File: config.mk
export PLATFORM = sky130hd
export DESIGN_NAME = upeer_regs
export DESIGN_NICKNAME = d
export VERILOG_FILES = /design/src/upeer_pkg.sv /design/src/upeer_regs.sv /design/src/upeer_sync.sv
export SDC_FILE = /design/constraint.sdc
export NUM_CORES = 1
export LEC_CHECK = 0
export BUFFER_PORTS_ARGS = -buffer_cell sky130_fd_sc_hd__buf_2
export CORE_ASPECT_RATIO = 2
export CORE_MARGIN = 1
export CORE_UTILIZATION = 30
export CTS_BUF_LIST = sky130_fd_sc_hd__clkbuf_8
export CTS_CLUSTER_SIZE = 10
export DETAILED_ROUTE_END_ITERATION = 12
export PLACE_DENSITY = 0.5
export SLEW_MARGIN = 20
export SYNTH_ARGS = -nofsm -noshare
export SYNTH_HDL_FRONTEND = slang
export SYNTH_SLANG_ARGS = --single-unit
File: constraint.sdc
create_clock -name CLK_SYS -period 2.1 [get_ports CLK_SYS]
set_clock_uncertainty 0.15 [all_clocks]
set_input_delay 0.525 -clock CLK_SYS [delete_from_list [all_inputs] [get_ports CLK_SYS]]
set_output_delay 0.525 -clock CLK_SYS [all_outputs]
set_load 0.02 [all_outputs]
File: src/upeer_pkg.sv
package upeer_pkg;
  // ----------------------------------------
  // register offsets
  // ----------------------------------------
  localparam logic [5:0] SCRATCH_OFF = 6'h16;
  localparam logic [5:0] SCRATCH_SET_OFF = 6'h17;
  localparam logic [5:0] SCRATCH_CLR_OFF = 6'h18;
  localparam logic [5:0] PWR_EN_OFF = 6'h3d;
  localparam logic [5:0] PWR_EN_SET_OFF = 6'h3e;
  localparam logic [5:0] PWR_EN_CLR_OFF = 6'h3f;
  // ----------------------------------------
  // reset values and field positions
  // ----------------------------------------
  localparam logic [7:0] SCRATCH_RST = 8'h00;
  localparam logic [7:0] PWR_EN_RST = 8'h00;
  localparam int STRESS_EN_BIT = 0;
  localparam int BVALID_RISE_BIT = 2;
  localparam int BVALID_FALL_BIT = 3;
  localparam int IDRES_EN_BIT = 4;
  localparam int IDOPEN_EN_BIT = 5;
  localparam int SUPPLY_EN_BIT = 6;
  // ----------------------------------------
  // event sources: supply, idopen, idres a/b/c, bvalid, stress
  // ----------------------------------------
  localparam int NUM_SRC = 7;
  typedef enum logic [1:0] {
    UPEER_REQ_IDLE = 2'b00,
    UPEER_REQ_WAIT = 2'b01
  } upeer_req_t;
endpackage

File: src/upeer_regs.sv
`timescale 1ns/100ps
// Operation
// offset 0x18 has no storage, reads the scratch byte, and written ones clear scratch bits.
// the 8-bit power-control register at 0x3D is read/write and resets to all zeros.
// offset 0x3E reads power-control, and written ones set bits while zeros do nothing.
// offset 0x3F reads power-control, and written ones clear bits while zeros do nothing.
// with bit 6 set, every change of supply-good raises an event command.
// with bit 5 set, every change of id-pin-open raises an event command.
// with bit 4 set, any change of any of the three id-resistor indications raises an event.
// with bit 3 set, a falling bvalid raises an event command with alt_int high.
// with bit 2 set, a rising bvalid raises an event command with alt_int high.
// with bit 0 set, every change of the stress indication raises an event command.
// the link never writes a one to bits 7 or 1 of the power-control register.
// the scratch clear alias shows all eight bits, reset value zero.
// the scratch byte at 0x16 is free read/write storage with no effect on function.
// with an enable bit at zero, changes of its indication raise no event command.
module upeer_regs (
  input wire logic CLK_SYS,
  input wire logic RST_N,
  input wire logic REG_WR,
  input wire logic [5:0] REG_ADDR,
  input wire logic [7:0] REG_WDATA,
  output logic [7:0] REG_RDATA,
  input wire logic SUPPLY_GOOD,
  input wire logic IDPIN_OPEN,
  input wire logic IDPIN_RESISTOR_A,
  input wire logic IDPIN_RESISTOR_B,
  input wire logic IDPIN_RESISTOR_C,
  input wire logic BVALID,
  input wire logic STRESS_DETECT,
  output logic RXCMD_REQ,
  output logic RXCMD_ALT_INT,
  input wire logic RXCMD_ACK,
  output logic [7:0] STATUS_SNAPSHOT
);
  // ----------------------------------------
  // register storage
  // ----------------------------------------
  logic [7:0] scratch_r;
  logic [7:0] pwr_en_r;
  logic [7:0] rdata_nxt;

  // ----------------------------------------
  // address decode
  // ----------------------------------------
  // each group is one stored byte seen at three offsets: plain, set alias, clear alias
  function automatic logic scratch_hit(input logic [5:0] addr);
    return (addr == upeer_pkg::SCRATCH_OFF) ||
      (addr == upeer_pkg::SCRATCH_SET_OFF) ||
      (addr == upeer_pkg::SCRATCH_CLR_OFF);
  endfunction

  function automatic logic pwr_hit(input logic [5:0] addr);
    return (addr == upeer_pkg::PWR_EN_OFF) ||
      (addr == upeer_pkg::PWR_EN_SET_OFF) ||
      (addr == upeer_pkg::PWR_EN_CLR_OFF);
  endfunction

  // ----------------------------------------
  // scratch byte
  // ----------------------------------------
  // scratch byte feeds only the read path, no other logic
  always_ff @(posedge CLK_SYS or negedge RST_N)
  begin
    if (!RST_N)
      scratch_r <= upeer_pkg::SCRATCH_RST;
    else if (REG_WR && scratch_hit(REG_ADDR))
    begin
      unique case (REG_ADDR)
        upeer_pkg::SCRATCH_OFF: scratch_r <= REG_WDATA;
        upeer_pkg::SCRATCH_SET_OFF: scratch_r <= scratch_r | REG_WDATA;
        upeer_pkg::SCRATCH_CLR_OFF: scratch_r <= scratch_r & ~REG_WDATA;
        default: scratch_r <= scratch_r;
      endcase
    end
  end

  // ----------------------------------------
  // power-control register
  // ----------------------------------------
  // reserved bits 7 and 1 are stored as written; the link keeps them zero
  always_ff @(posedge CLK_SYS or negedge RST_N)
  begin
    if (!RST_N)
      pwr_en_r <= upeer_pkg::PWR_EN_RST;
    else if (REG_WR && pwr_hit(REG_ADDR))
    begin
      unique case (REG_ADDR)
        upeer_pkg::PWR_EN_OFF: pwr_en_r <= REG_WDATA;
        upeer_pkg::PWR_EN_SET_OFF: pwr_en_r <= pwr_en_r | REG_WDATA;
        upeer_pkg::PWR_EN_CLR_OFF: pwr_en_r <= pwr_en_r & ~REG_WDATA;
        default: pwr_en_r <= pwr_en_r;
      endcase
    end
  end

  // ----------------------------------------
  // read path
  // ----------------------------------------
  // unmapped offsets read as zero so a stray read never looks like a live enable
  always_comb
  begin
    rdata_nxt = 8'h00;
    if (scratch_hit(REG_ADDR))
      rdata_nxt = scratch_r;
    else if (pwr_hit(REG_ADDR))
      rdata_nxt = pwr_en_r;
  end

  always_ff @(posedge CLK_SYS or negedge RST_N)
  begin
    if (!RST_N)
      REG_RDATA <= 8'h00;
    else
      REG_RDATA <= rdata_nxt;
  end

  // ----------------------------------------
  // indication synchronisers
  // ----------------------------------------
  logic [upeer_pkg::NUM_SRC-1:0] src_q;
  logic [upeer_pkg::NUM_SRC-1:0] src_rise;
  logic [upeer_pkg::NUM_SRC-1:0] src_fall;

  upeer_sync #(.W(upeer_pkg::NUM_SRC)) u_sync (
    .clk(CLK_SYS),
    .rst_n(RST_N),
    .d({STRESS_DETECT, BVALID, IDPIN_RESISTOR_C, IDPIN_RESISTOR_B,
        IDPIN_RESISTOR_A, IDPIN_OPEN, SUPPLY_GOOD}),
    .q(src_q),
    .rise(src_rise),
    .fall(src_fall)
  );

  // ----------------------------------------
  // event qualification
  // ----------------------------------------
  logic [upeer_pkg::NUM_SRC-1:0] chg;
  logic ev_plain;
  logic ev_alt;
  assign chg = src_rise | src_fall;

  always_comb
  begin
    ev_plain = 1'b0;
    ev_alt = 1'b0;
    if (pwr_en_r[upeer_pkg::SUPPLY_EN_BIT] && chg[0])
      ev_plain = 1'b1;
    if (pwr_en_r[upeer_pkg::IDOPEN_EN_BIT] && chg[1])
      ev_plain = 1'b1;
    if (pwr_en_r[upeer_pkg::IDRES_EN_BIT] && (|chg[4:2]))
      ev_plain = 1'b1;
    if (pwr_en_r[upeer_pkg::BVALID_FALL_BIT] && src_fall[5])
      ev_alt = 1'b1;
    if (pwr_en_r[upeer_pkg::BVALID_RISE_BIT] && src_rise[5])
      ev_alt = 1'b1;
    if (pwr_en_r[upeer_pkg::STRESS_EN_BIT] && chg[6])
      ev_plain = 1'b1;
  end

  // ----------------------------------------
  // event command request to the framer
  // ----------------------------------------
  // events arriving while a request is pending merge into it, set beats ack
  upeer_pkg::upeer_req_t req_state_r;

  always_ff @(posedge CLK_SYS or negedge RST_N)
  begin
    if (!RST_N)
      req_state_r <= upeer_pkg::UPEER_REQ_IDLE;
    else
    begin
      unique case (req_state_r)
        upeer_pkg::UPEER_REQ_IDLE:
        begin
          if (ev_plain || ev_alt)
            req_state_r <= upeer_pkg::UPEER_REQ_WAIT;
        end
        upeer_pkg::UPEER_REQ_WAIT:
        begin
          // a new event in the ack cycle keeps the request up
          if (RXCMD_ACK && !(ev_plain || ev_alt))
            req_state_r <= upeer_pkg::UPEER_REQ_IDLE;
        end
        default: req_state_r <= upeer_pkg::UPEER_REQ_IDLE;
      endcase
    end
  end

  // ----------------------------------------
  // alt_int flag
  // ----------------------------------------
  // a merged command carries alt_int if any of its events was a bvalid edge
  logic alt_r;

  always_ff @(posedge CLK_SYS or negedge RST_N)
  begin
    if (!RST_N)
      alt_r <= 1'b0;
    else if (ev_alt)
      alt_r <= 1'b1;
    else if (RXCMD_ACK)
      alt_r <= 1'b0;
  end

  // ----------------------------------------
  // status snapshot
  // ----------------------------------------
  always_ff @(posedge CLK_SYS or negedge RST_N)
  begin
    if (!RST_N)
      STATUS_SNAPSHOT <= 8'h00;
    else
      STATUS_SNAPSHOT <= {1'b0, src_q};
  end

  // ----------------------------------------
  // outputs
  // ----------------------------------------
  assign RXCMD_REQ = (req_state_r == upeer_pkg::UPEER_REQ_WAIT);
  assign RXCMD_ALT_INT = alt_r;
endmodule

File: src/upeer_sync.sv
`timescale 1ns/100ps
// two-flop synchroniser plus edge detect on the second flop's output
module upeer_sync #(
  parameter int W = 7
) (
  input wire logic clk,
  input wire logic rst_n,
  input wire logic [W-1:0] d,
  output logic [W-1:0] q,
  output logic [W-1:0] rise,
  output logic [W-1:0] fall
);
  logic [W-1:0] meta_r;
  logic [W-1:0] sync_r;
  logic [W-1:0] prev_r;

  always_ff @(posedge clk or negedge rst_n)
  begin
    if (!rst_n)
    begin
      meta_r <= '0;
      sync_r <= '0;
      prev_r <= '0;
    end
    else
    begin
      meta_r <= d;
      sync_r <= meta_r;
      prev_r <= sync_r;
    end
  end

  assign q = sync_r;
  assign rise = sync_r & ~prev_r;
  assign fall = ~sync_r & prev_r;
endmodule

==> run metrics, run 1 <==
CTS tree=built; Hold WS=between 100 and 150 ps; fin util=0.381; final wirelength=4460 um; r2r setup slk=580 ps; post-route insts no fill=between 200 and 300; GR Overflow Total=0; Max IR drop VDD=between 0.0005 and 0.0006 V; worst-case clock buffer depth=2; CP arrival=1680 ps; Setup crit end=scratch_r[1]; Ant. Diodes=0; critical path class=primary input to register; Final Cycle Share=0.800; area of the mapped netlist=~1900 um2; LEAKAGE=approximately 1.1 nW; Worst setup startpoint=REG_ADDR[1]; Initial Util=0.311; failing checks=DRC; crit-path max FO=8; Area Overhead vs Synth=22.6%; first-pass GRT wire length=between 7000 and 8000 um; row count=40; top-area cell type share of the netlist area=0.636; Worst EP required=2100 ps; vias in the first global route=between 1000 and 1500; min Tclk post-route=roughly 1700 ps; status=finished, violations left; register area share after synthesis=0.636; Avg Cell Area, Syn=between 10 and 15 um2; Inst Count DP=245; r2r endpoint=req_state_r[0]; CP peak stage delay=~560 ps; I/O pins=43; setup violators final=0; clk sinks=47; Total GRT Usage=0.153; Final Max Tran Viols=0; Vias/cell=5.36; Distinct cells, synth=28; crit end category=register; post-detail-place hpwl=3200 um; max-cap viol count=0; initial antenna violation count=0; PD cells=950 nW/um2; Initial DRC Count=66; wire per inst=17.6 um; clock latency on the worst-skew pair=310 ps; largest net degree at the start of global routing=48; post-synth net total=around 170; f_max=595 MHz; CP Cell Sequence=buf_2, and3b_1, a21oi_1, o221ai_1; Clock Pin Slew Worst Setup and Hold Paths=100 ps; drt first pass iters=9; Area contributors post-synth=dfrtp_1 (64%), a221o_1 (4.3%), a22o_1 (3.8%); CP startpoint kind=primary input; Num CTS Buffers=5; Resized Gates After CTS=0; worst flop-to-flop path startpoint=u_sync.q[0]; setup TNS=0 ps; RD Place Congestion=0.776; chip width=around 58 um; DRC violations left=2; unrepaired setup endpoints after global routing=no; R2R depth=3; min-delay worst type=primary input to asynchronous set/reset pin; synth warn=0; cell count after synthesis=140; Die H=113 um; Seq cells post-synth=47; Final nets=roughly 210; Setup Fix Bufs, Post-CTS=0; Die ar.=6510 um2; via count=~1400; CTS Root Cell=clkbuf_8; Hold-fix buffers, CTS=0; Slew HR=0.560; Tightest Pin Transition=660 ps; dominant cell type by area after synthesis=dfrtp_1; I/O Buffers=just over 40; slowest CP cell=a21oi_1; H-tree levels=2; number of nets with antenna violations after routing=0; Hold Violations, Final=0; Core ar.=slightly below 6000 um2; share of layout cells above drive strength 1=0.300
## worst min-delay path by stage
stage / from / endpoint / depth (start not counted)
after floorplan: RST_N / REG_RDATA[0] / 0
after global placement: u_sync.meta_r[3] / u_sync.q[3] / 0
after detailed placement: u_sync.meta_r[3] / u_sync.q[3] / 0
after CTS: IDPIN_OPEN / u_sync.meta_r[1] / 1
after global routing: IDPIN_RESISTOR_C / u_sync.meta_r[4] / 1
final: RST_N / REG_RDATA[2] / 2
## final cells by class
type / instances / area [um2]
Tap cell: 63 / 78.8
Inverter: 12 / 45.0
Multi-Input combinational cell: 76 / 601
Clock inverter: 2 / 35.0
Timing Repair Buffer: 47 / 250
Sequential cell: 47 / 1180
Clock buffer: 6 / 82.6
Fill cell: 585 / 3690
## stage by stage
step / area (um2) / setup WS, ps / power (mW)
6_report: 2270 / 419 / 2.16
5_1_grt: 2270 / 301 / 2.27
4_1_cts: 2270 / 417 / 2.19
3_5_place_dp: 2150 / 87.8 / 1.48
3_3_place_gp: 2150 / 155 / 1.47
2_1_floorplan: 1850 / 551 / 1.33
## cells in the mapped netlist, drive strengths merged
cell type and instances:
xor2 6, conb 1, nand2 2, buf 2, o31ai 1, nor4 1
a22o 8, and2 1, a21oi 1, o2111a 1, nand3b 9, nor2b 1
and3b 2, nor4b 8, o2111ai 1, clkbuf 3, dfrtp 47, a221o 8
o21ai 1, nand3 10, inv 12, o221ai 8, o21a 4, and3 1
a222oi 1
## metal layers
layer / wire, um / track usage / up-vias
li1: - / - / 621
met1: 1680 / 0.162 / 691
met2: 2510 / 0.279 / 38
met3: 176 / 0.0354 / 7
met4: 99 / 0.0634 / 0
met5: 0 / 0 / -
## critical path: cells and delay by family
| family | cells | cell delay, ps |
|---|---|---|
| buf+inv | 1 | 130 |
| compound gates | 2 | 800 |
| simple gates | 1 | 220 |
## flip-flops by register name, summed over array words and instances, names as in the netlist
register / flops
pwr_en_r: 8
STATUS_SNAPSHOT: 7
RXCMD_ALT_INT: 1
u_sync.meta_r: 7
u_sync.q: 7
req_state_r: 1
REG_RDATA: 8
scratch_r: 8
## placed cells by master, fill, tap and decap left out, drive strengths merged, types with 2 or more instances in the layout
cell type  instances
nand3b             9
buf               47
xor2               6
dfrtp             47
nand2              2
clkbuf             6
nand3             10
inv               12
a22o               8
a221o              8
o221ai             8
and3b              2
o21a               4
nor4b              8
## report_power, final
part	switching (mW)	internal, mW	total (mW)
Clock	0.311	0.385	0.696
Combinational	0.162	0.159	0.321
Sequential	0.105	1.03	1.14
## kinds of logic (layout without fill, tap and decap cells)
group,after synthesis,count (layout),share of synthesized area
simple gates,35,35,0.133
other cells,1,1,0.00203
compound gates,34,34,0.161
flops,47,47,0.636
buf+inv,17,67,0.0399
xor+xnor,6,6,0.0284
Power figures use the tool's default switching activity.
==> run 2: changes to the inputs <==
--- a/config.mk
+++ b/config.mk
@@ -12,7 +12,7 @@
 export CTS_BUF_LIST = sky130_fd_sc_hd__clkbuf_8
 export CTS_CLUSTER_SIZE = 10
 export DETAILED_ROUTE_END_ITERATION = 12
-export PLACE_DENSITY = 0.5
+export PLACE_DENSITY = 0.51
 export SLEW_MARGIN = 20
 export SYNTH_ARGS = -nofsm -noshare
 export SYNTH_HDL_FRONTEND = slang
==> constraint.sdc (replaced) <==
create_clock -name CLK_SYS -period 1.4 [get_ports CLK_SYS]
set_clock_uncertainty 0.15 [all_clocks]
set_input_delay 0.35 -clock CLK_SYS [delete_from_list [all_inputs] [get_ports CLK_SYS]]
set_output_delay 0.35 -clock CLK_SYS [all_outputs]
set_load 0.02 [all_outputs]
==> run metrics, run 2 (same netlist as run 1, synthesis figures left out) <==
Core ar.=5960 um2; Final Max Tran Viols=0; Final nets=233; final wirelength=around 4600 um; f_max=682 MHz; CTS Root Cell=clkbuf_8; critical path class=register to register; Total GRT Usage=0.152; share of layout cells above drive strength 1=0.340; CTS tree=built; CP startpoint kind=register; crit path buf inv count=1; max-cap viol count=0; min Tclk post-route=1470 ps; fillcell total=approximately 570; worst-case clock buffer depth=2; combinational share of power=0.183; GR Overflow Total=0; Vias/cell=around 5.3; Ant. Diodes=0; r2r setup slk=-70 ps; vias in the first global route=1515; unrepaired setup endpoints after global routing=yes; status=finished, violations left; min-delay worst type=primary input to register; clk sinks=47; Clock Pin Slew Worst Setup and Hold Paths=80 ps; Worst EP required=1430 ps; setup violators final=3; I/O Buffers=41; final setup margin=-67.3 ps; largest net degree at the start of global routing=48; biggest regs=REG_RDATA (8), pwr_en_r (8), scratch_r (8); Internal=between 2 and 2.5 mW; CP Cell Sequence=xor2_1, a222oi_1, buf_4, o2111ai_2; clock latency on the worst-skew pair=310 ps; NetSw=0.893 mW; chip width=about 58 um; RD Place Congestion=0.782; crit-path max FO=2; Hold WS=112 ps; Die H=113 um; Max IR drop VDD=0.000940 V; LEAKAGE=1.16 nW; Initial DRC Count=95; CP arrival=1490 ps; post-detail-place hpwl=3260 um; slowest CP cell=dfrtp_1; Initial Util=0.311; H-tree levels=2; DRC violations left=4; via count=1447; I/O pins=43; initial antenna violation count=0; Area Overhead vs Synth=33.1%; failing checks=DRC, setup timing; switching part of the total=0.279; clock power share=0.285; Die ar.=6510 um2; row count=40; Hold Violations, Final=0; cell area after layout=roughly 2500 um2; Top delay family on crit path=compound AO/OA/AOI/OAI gates; DP Area=around 2200 um2; commonest non-fill, non-tap cells in the layout=dfrtp_1 (47), buf_2 (38), buf_4 (15); wire per inst=roughly 17 um; PD cells=~1300 nW/um2; first-pass GRT wire length=7310 um; Num CTS Buffers=5; Reg power frac=0.532; drt first pass iters=8; crit end category=register; Final Cycle Share=1.05; commonest non-fill, non-tap cell in the layout=dfrtp_1; CP peak stage delay=400 ps; number of nets with antenna violations after routing=0
run 2: power by group through the flow:
stage | combinational [mW] | clock [mW] | sequential [mW]
floorplan | 0.264 | 0 | 1.74
global placement | 0.529 | 0 | 1.72
detailed placement | 0.553 | 0 | 1.73
CTS | 0.591 | 0.946 | 1.70
global route | 0.641 | 1.00 | 1.73
finish | 0.587 | 0.913 | 1.71
run 2: per-layer routing:
layer	track usage	vias to the layer above	part of all wire
met5	0	-	0
met4	0.0992	0	0.043
met3	0.0366	15	0.048
met2	0.267	53	0.54
met1	0.156	718	0.37
li1	-	661	-
run 2: cell type report:
| class | count | area [um2] | share of cell area |
|---|---|---|---|
| clock buffer | 7 | 96.3 | 0.0391 |
| tap | 63 | 78.8 | 0.0320 |
| sequential | 47 | 1180 | 0.477 |
| inverter | 12 | 45.0 | 0.0183 |
| clock inverter | 1 | 7.51 | 0.00305 |
| timing repair buffer | 66 | 448 | 0.182 |
| multi-input combinational | 76 | 612 | 0.248 |
run 2: path summary, 6_finish.rpt:
kind                                       start  cells after the start                 end
worst min-delay path                   RXCMD_ACK                      2       RXCMD_ALT_INT
min in group asynchronous                  RST_N                      3         pwr_en_r[7]
worst max register to register       u_sync.q[0]                      4      req_state_r[0]
worst max-delay path                 u_sync.q[0]                      4      req_state_r[0]
max in group asynchronous                  RST_N                      3  STATUS_SNAPSHOT[1]
worst min register to register  u_sync.meta_r[0]                      0         u_sync.q[0]
run 2: per-stage QoR:
stage / util / TNS [ps] / setup WS, ps / power [mW] / instances
3_3_place_gp: 0.376 / -4970 / -326 / 2.25 / 255
2_1_floorplan: - / 0 / 26.2 / 2.00 / 140
4_1_cts: 0.411 / -269 / -114 / 3.24 / 271
6_report: 0.414 / -185 / -67.3 / 3.21 / 272
5_1_grt: 0.414 / -364 / -162 / 3.37 / 272
3_5_place_dp: 0.376 / -5950 / -415 / 2.28 / 255
run 2: what timing repair did:
item                                    in CTS  in global routing
endpoints found under the hold margin       54                  0
endpoints found under the setup margin      11                 14
pin swaps                                    1                  0
resized for setup                            7                  3
setup buffers                                0                  1
hold buffers                                 8                  0
==> run 3: changes to the inputs <==
==> constraint.sdc (replaced) <==
create_clock -name CLK_SYS -period 1.4 [get_ports CLK_SYS]
set_clock_uncertainty 0.15 [all_clocks]
set_input_delay 0.35 -clock CLK_SYS [delete_from_list [all_inputs] [get_ports CLK_SYS]]
set_output_delay 0.35 -clock CLK_SYS [all_outputs]
set_load 0.01 [all_outputs]
==> run metrics, run 3 (same netlist as run 1, synthesis figures left out) <==
status=finished, violations left; failing checks=DRC, setup timing; Worst EP required=1420 ps; combinational share of power=0.174; Final Cycle Share=1.05; post-detail-place hpwl=~3300 um; CTS Root Cell=clkbuf_8; share of layout cells above drive strength 1=0.337; number of nets with antenna violations after routing=0; Initial DRC Count=91; clock latency on the worst-skew pair=310 ps; drt first pass iters=8; H-tree levels=2; first-pass GRT wire length=between 7000 and 8000 um; clk sinks=47; I/O Buffers=41; I/O pins=43; commonest non-fill, non-tap cells in the layout=dfrtp_1 (47), buf_2 (39), buf_4 (14); fin util=0.411; CP peak stage delay=400 ps; Core ar.=5960 um2; final setup margin=-69.2 ps; Max IR drop VDD=0.000943 V; Initial Util=0.311; Reg power frac=0.538; critical path class=register to register; Total GRT Usage=0.152; Num CTS Buffers=5; Ant. Diodes=0; crit-path max FO=2; slowest CP cell=dfrtp_1; max-cap viol count=0; RD Place Congestion=between 0.7 and 0.8; initial antenna violation count=0; r2r setup slk=-70 ps; setup violators final=3; CP Cell Sequence=xor2_1, a222oi_1, buf_4, o2111ai_2; min Tclk post-route=roughly 1500 ps; Area Overhead vs Synth=32.4%; CTS tree=built; Die ar.=6510 um2; worst-case clock buffer depth=2; min-delay worst type=primary input to register; largest net degree at the start of global routing=48; Hold Violations, Final=0; biggest regs=REG_RDATA (8), pwr_en_r (8), scratch_r (8); LEAKAGE=around 1.2 nW; final wirelength=4530 um; DP Area=approximately 2200 um2; commonest non-fill, non-tap cell in the layout=dfrtp_1; Die H=approximately 110 um; Register Area=1180 um2; crit end category=register; chip width=approximately 58 um; CP startpoint kind=register; Final nets=around 230; switching part of the total=0.272; wire per inst=16.7 um; Clock Pin Slew Worst Setup and Hold Paths=80 ps; vias in the first global route=1515; fillcell total=575; clock power share=0.288; Internal=2.31 mW; f_max=681 MHz; Pwr Total=3.17 mW; PD cells=1290 nW/um2; pre-CTS setup slack=-415 ps; Setup Fix Bufs, Post-CTS=0; CP arrival=roughly 1500 ps; NetSw=0.861 mW; DRC violations left=4; cell area after layout=roughly 2400 um2; via count=1447; Multi-input gate area=612 um2; Vias/cell=between 5 and 6; unrepaired setup endpoints after global routing=yes; row count=40; Final Max Tran Viols=0; GR Overflow Total=0
run 3: cell type report:
cell class / count / share of cell area
multi-input combinational: 76 / 0.250
clock inverter: 1 / 0.00306
clock buffer: 7 / 0.0393
inverter: 12 / 0.0184
sequential: 47 / 0.480
tap: 63 / 0.0322
timing repair buffer: 65 / 0.177
run 3: what timing repair did:
item                                    4_1_cts  5_1_grt
resized for setup                             5        1
endpoints found under the hold margin        54        0
endpoints found under the setup margin       11       11
hold buffers                                  8        0
pin swaps                                     1        0
run 3: power by group through the flow:
stage	registers [mW]	clock network [mW]	logic (mW)
after floorplan	1.71	0	0.263
after global placement	1.72	0	0.498
after detailed placement	1.73	0	0.522
after CTS	1.70	0.946	0.560
after global routing	1.73	1.00	0.605
final	1.70	0.914	0.552
run 3: critical path, delay by kind of cell, from the launching register on:
kind	cells	cell delay, ps
buffers and inverters	1	180
xor gates and xnor gates	1	160
AOI/OAI and AO/OA	2	450
DFF	1	400
run 3: per-layer routing:
layer / share of wire / track usage
met5: 0 / 0
met4: 0.043 / 0.0992
met3: 0.053 / 0.0366
met2: 0.54 / 0.267
met1: 0.37 / 0.156
run 3: final timing paths:
| path | startpoint | end | cells after the start |
|---|---|---|---|
| hold reg to reg | u_sync.meta_r[0] | u_sync.q[0] | 0 |
| max in group asynchronous | RST_N | STATUS_SNAPSHOT[1] | 3 |
| setup / recovery | u_sync.q[0] | req_state_r[0] | 4 |
| hold / removal | RXCMD_ACK | RXCMD_ALT_INT | 2 |
| min in group asynchronous | RST_N | pwr_en_r[7] | 3 |
| setup reg to reg | u_sync.q[0] | req_state_r[0] | 4 |
run 3: stage by stage:
| step | hold WS [ps] | cells | TNS, ps |
|---|---|---|---|
| detailed placement | 185 | 255 | -5950 |
| global route | 103 | 271 | -335 |
| finish | 117 | 271 | -166 |
| floorplan | -95.6 | 140 | 0 |
| CTS | 104 | 271 | -248 |
| global placement | 181 | 255 | -4970 |
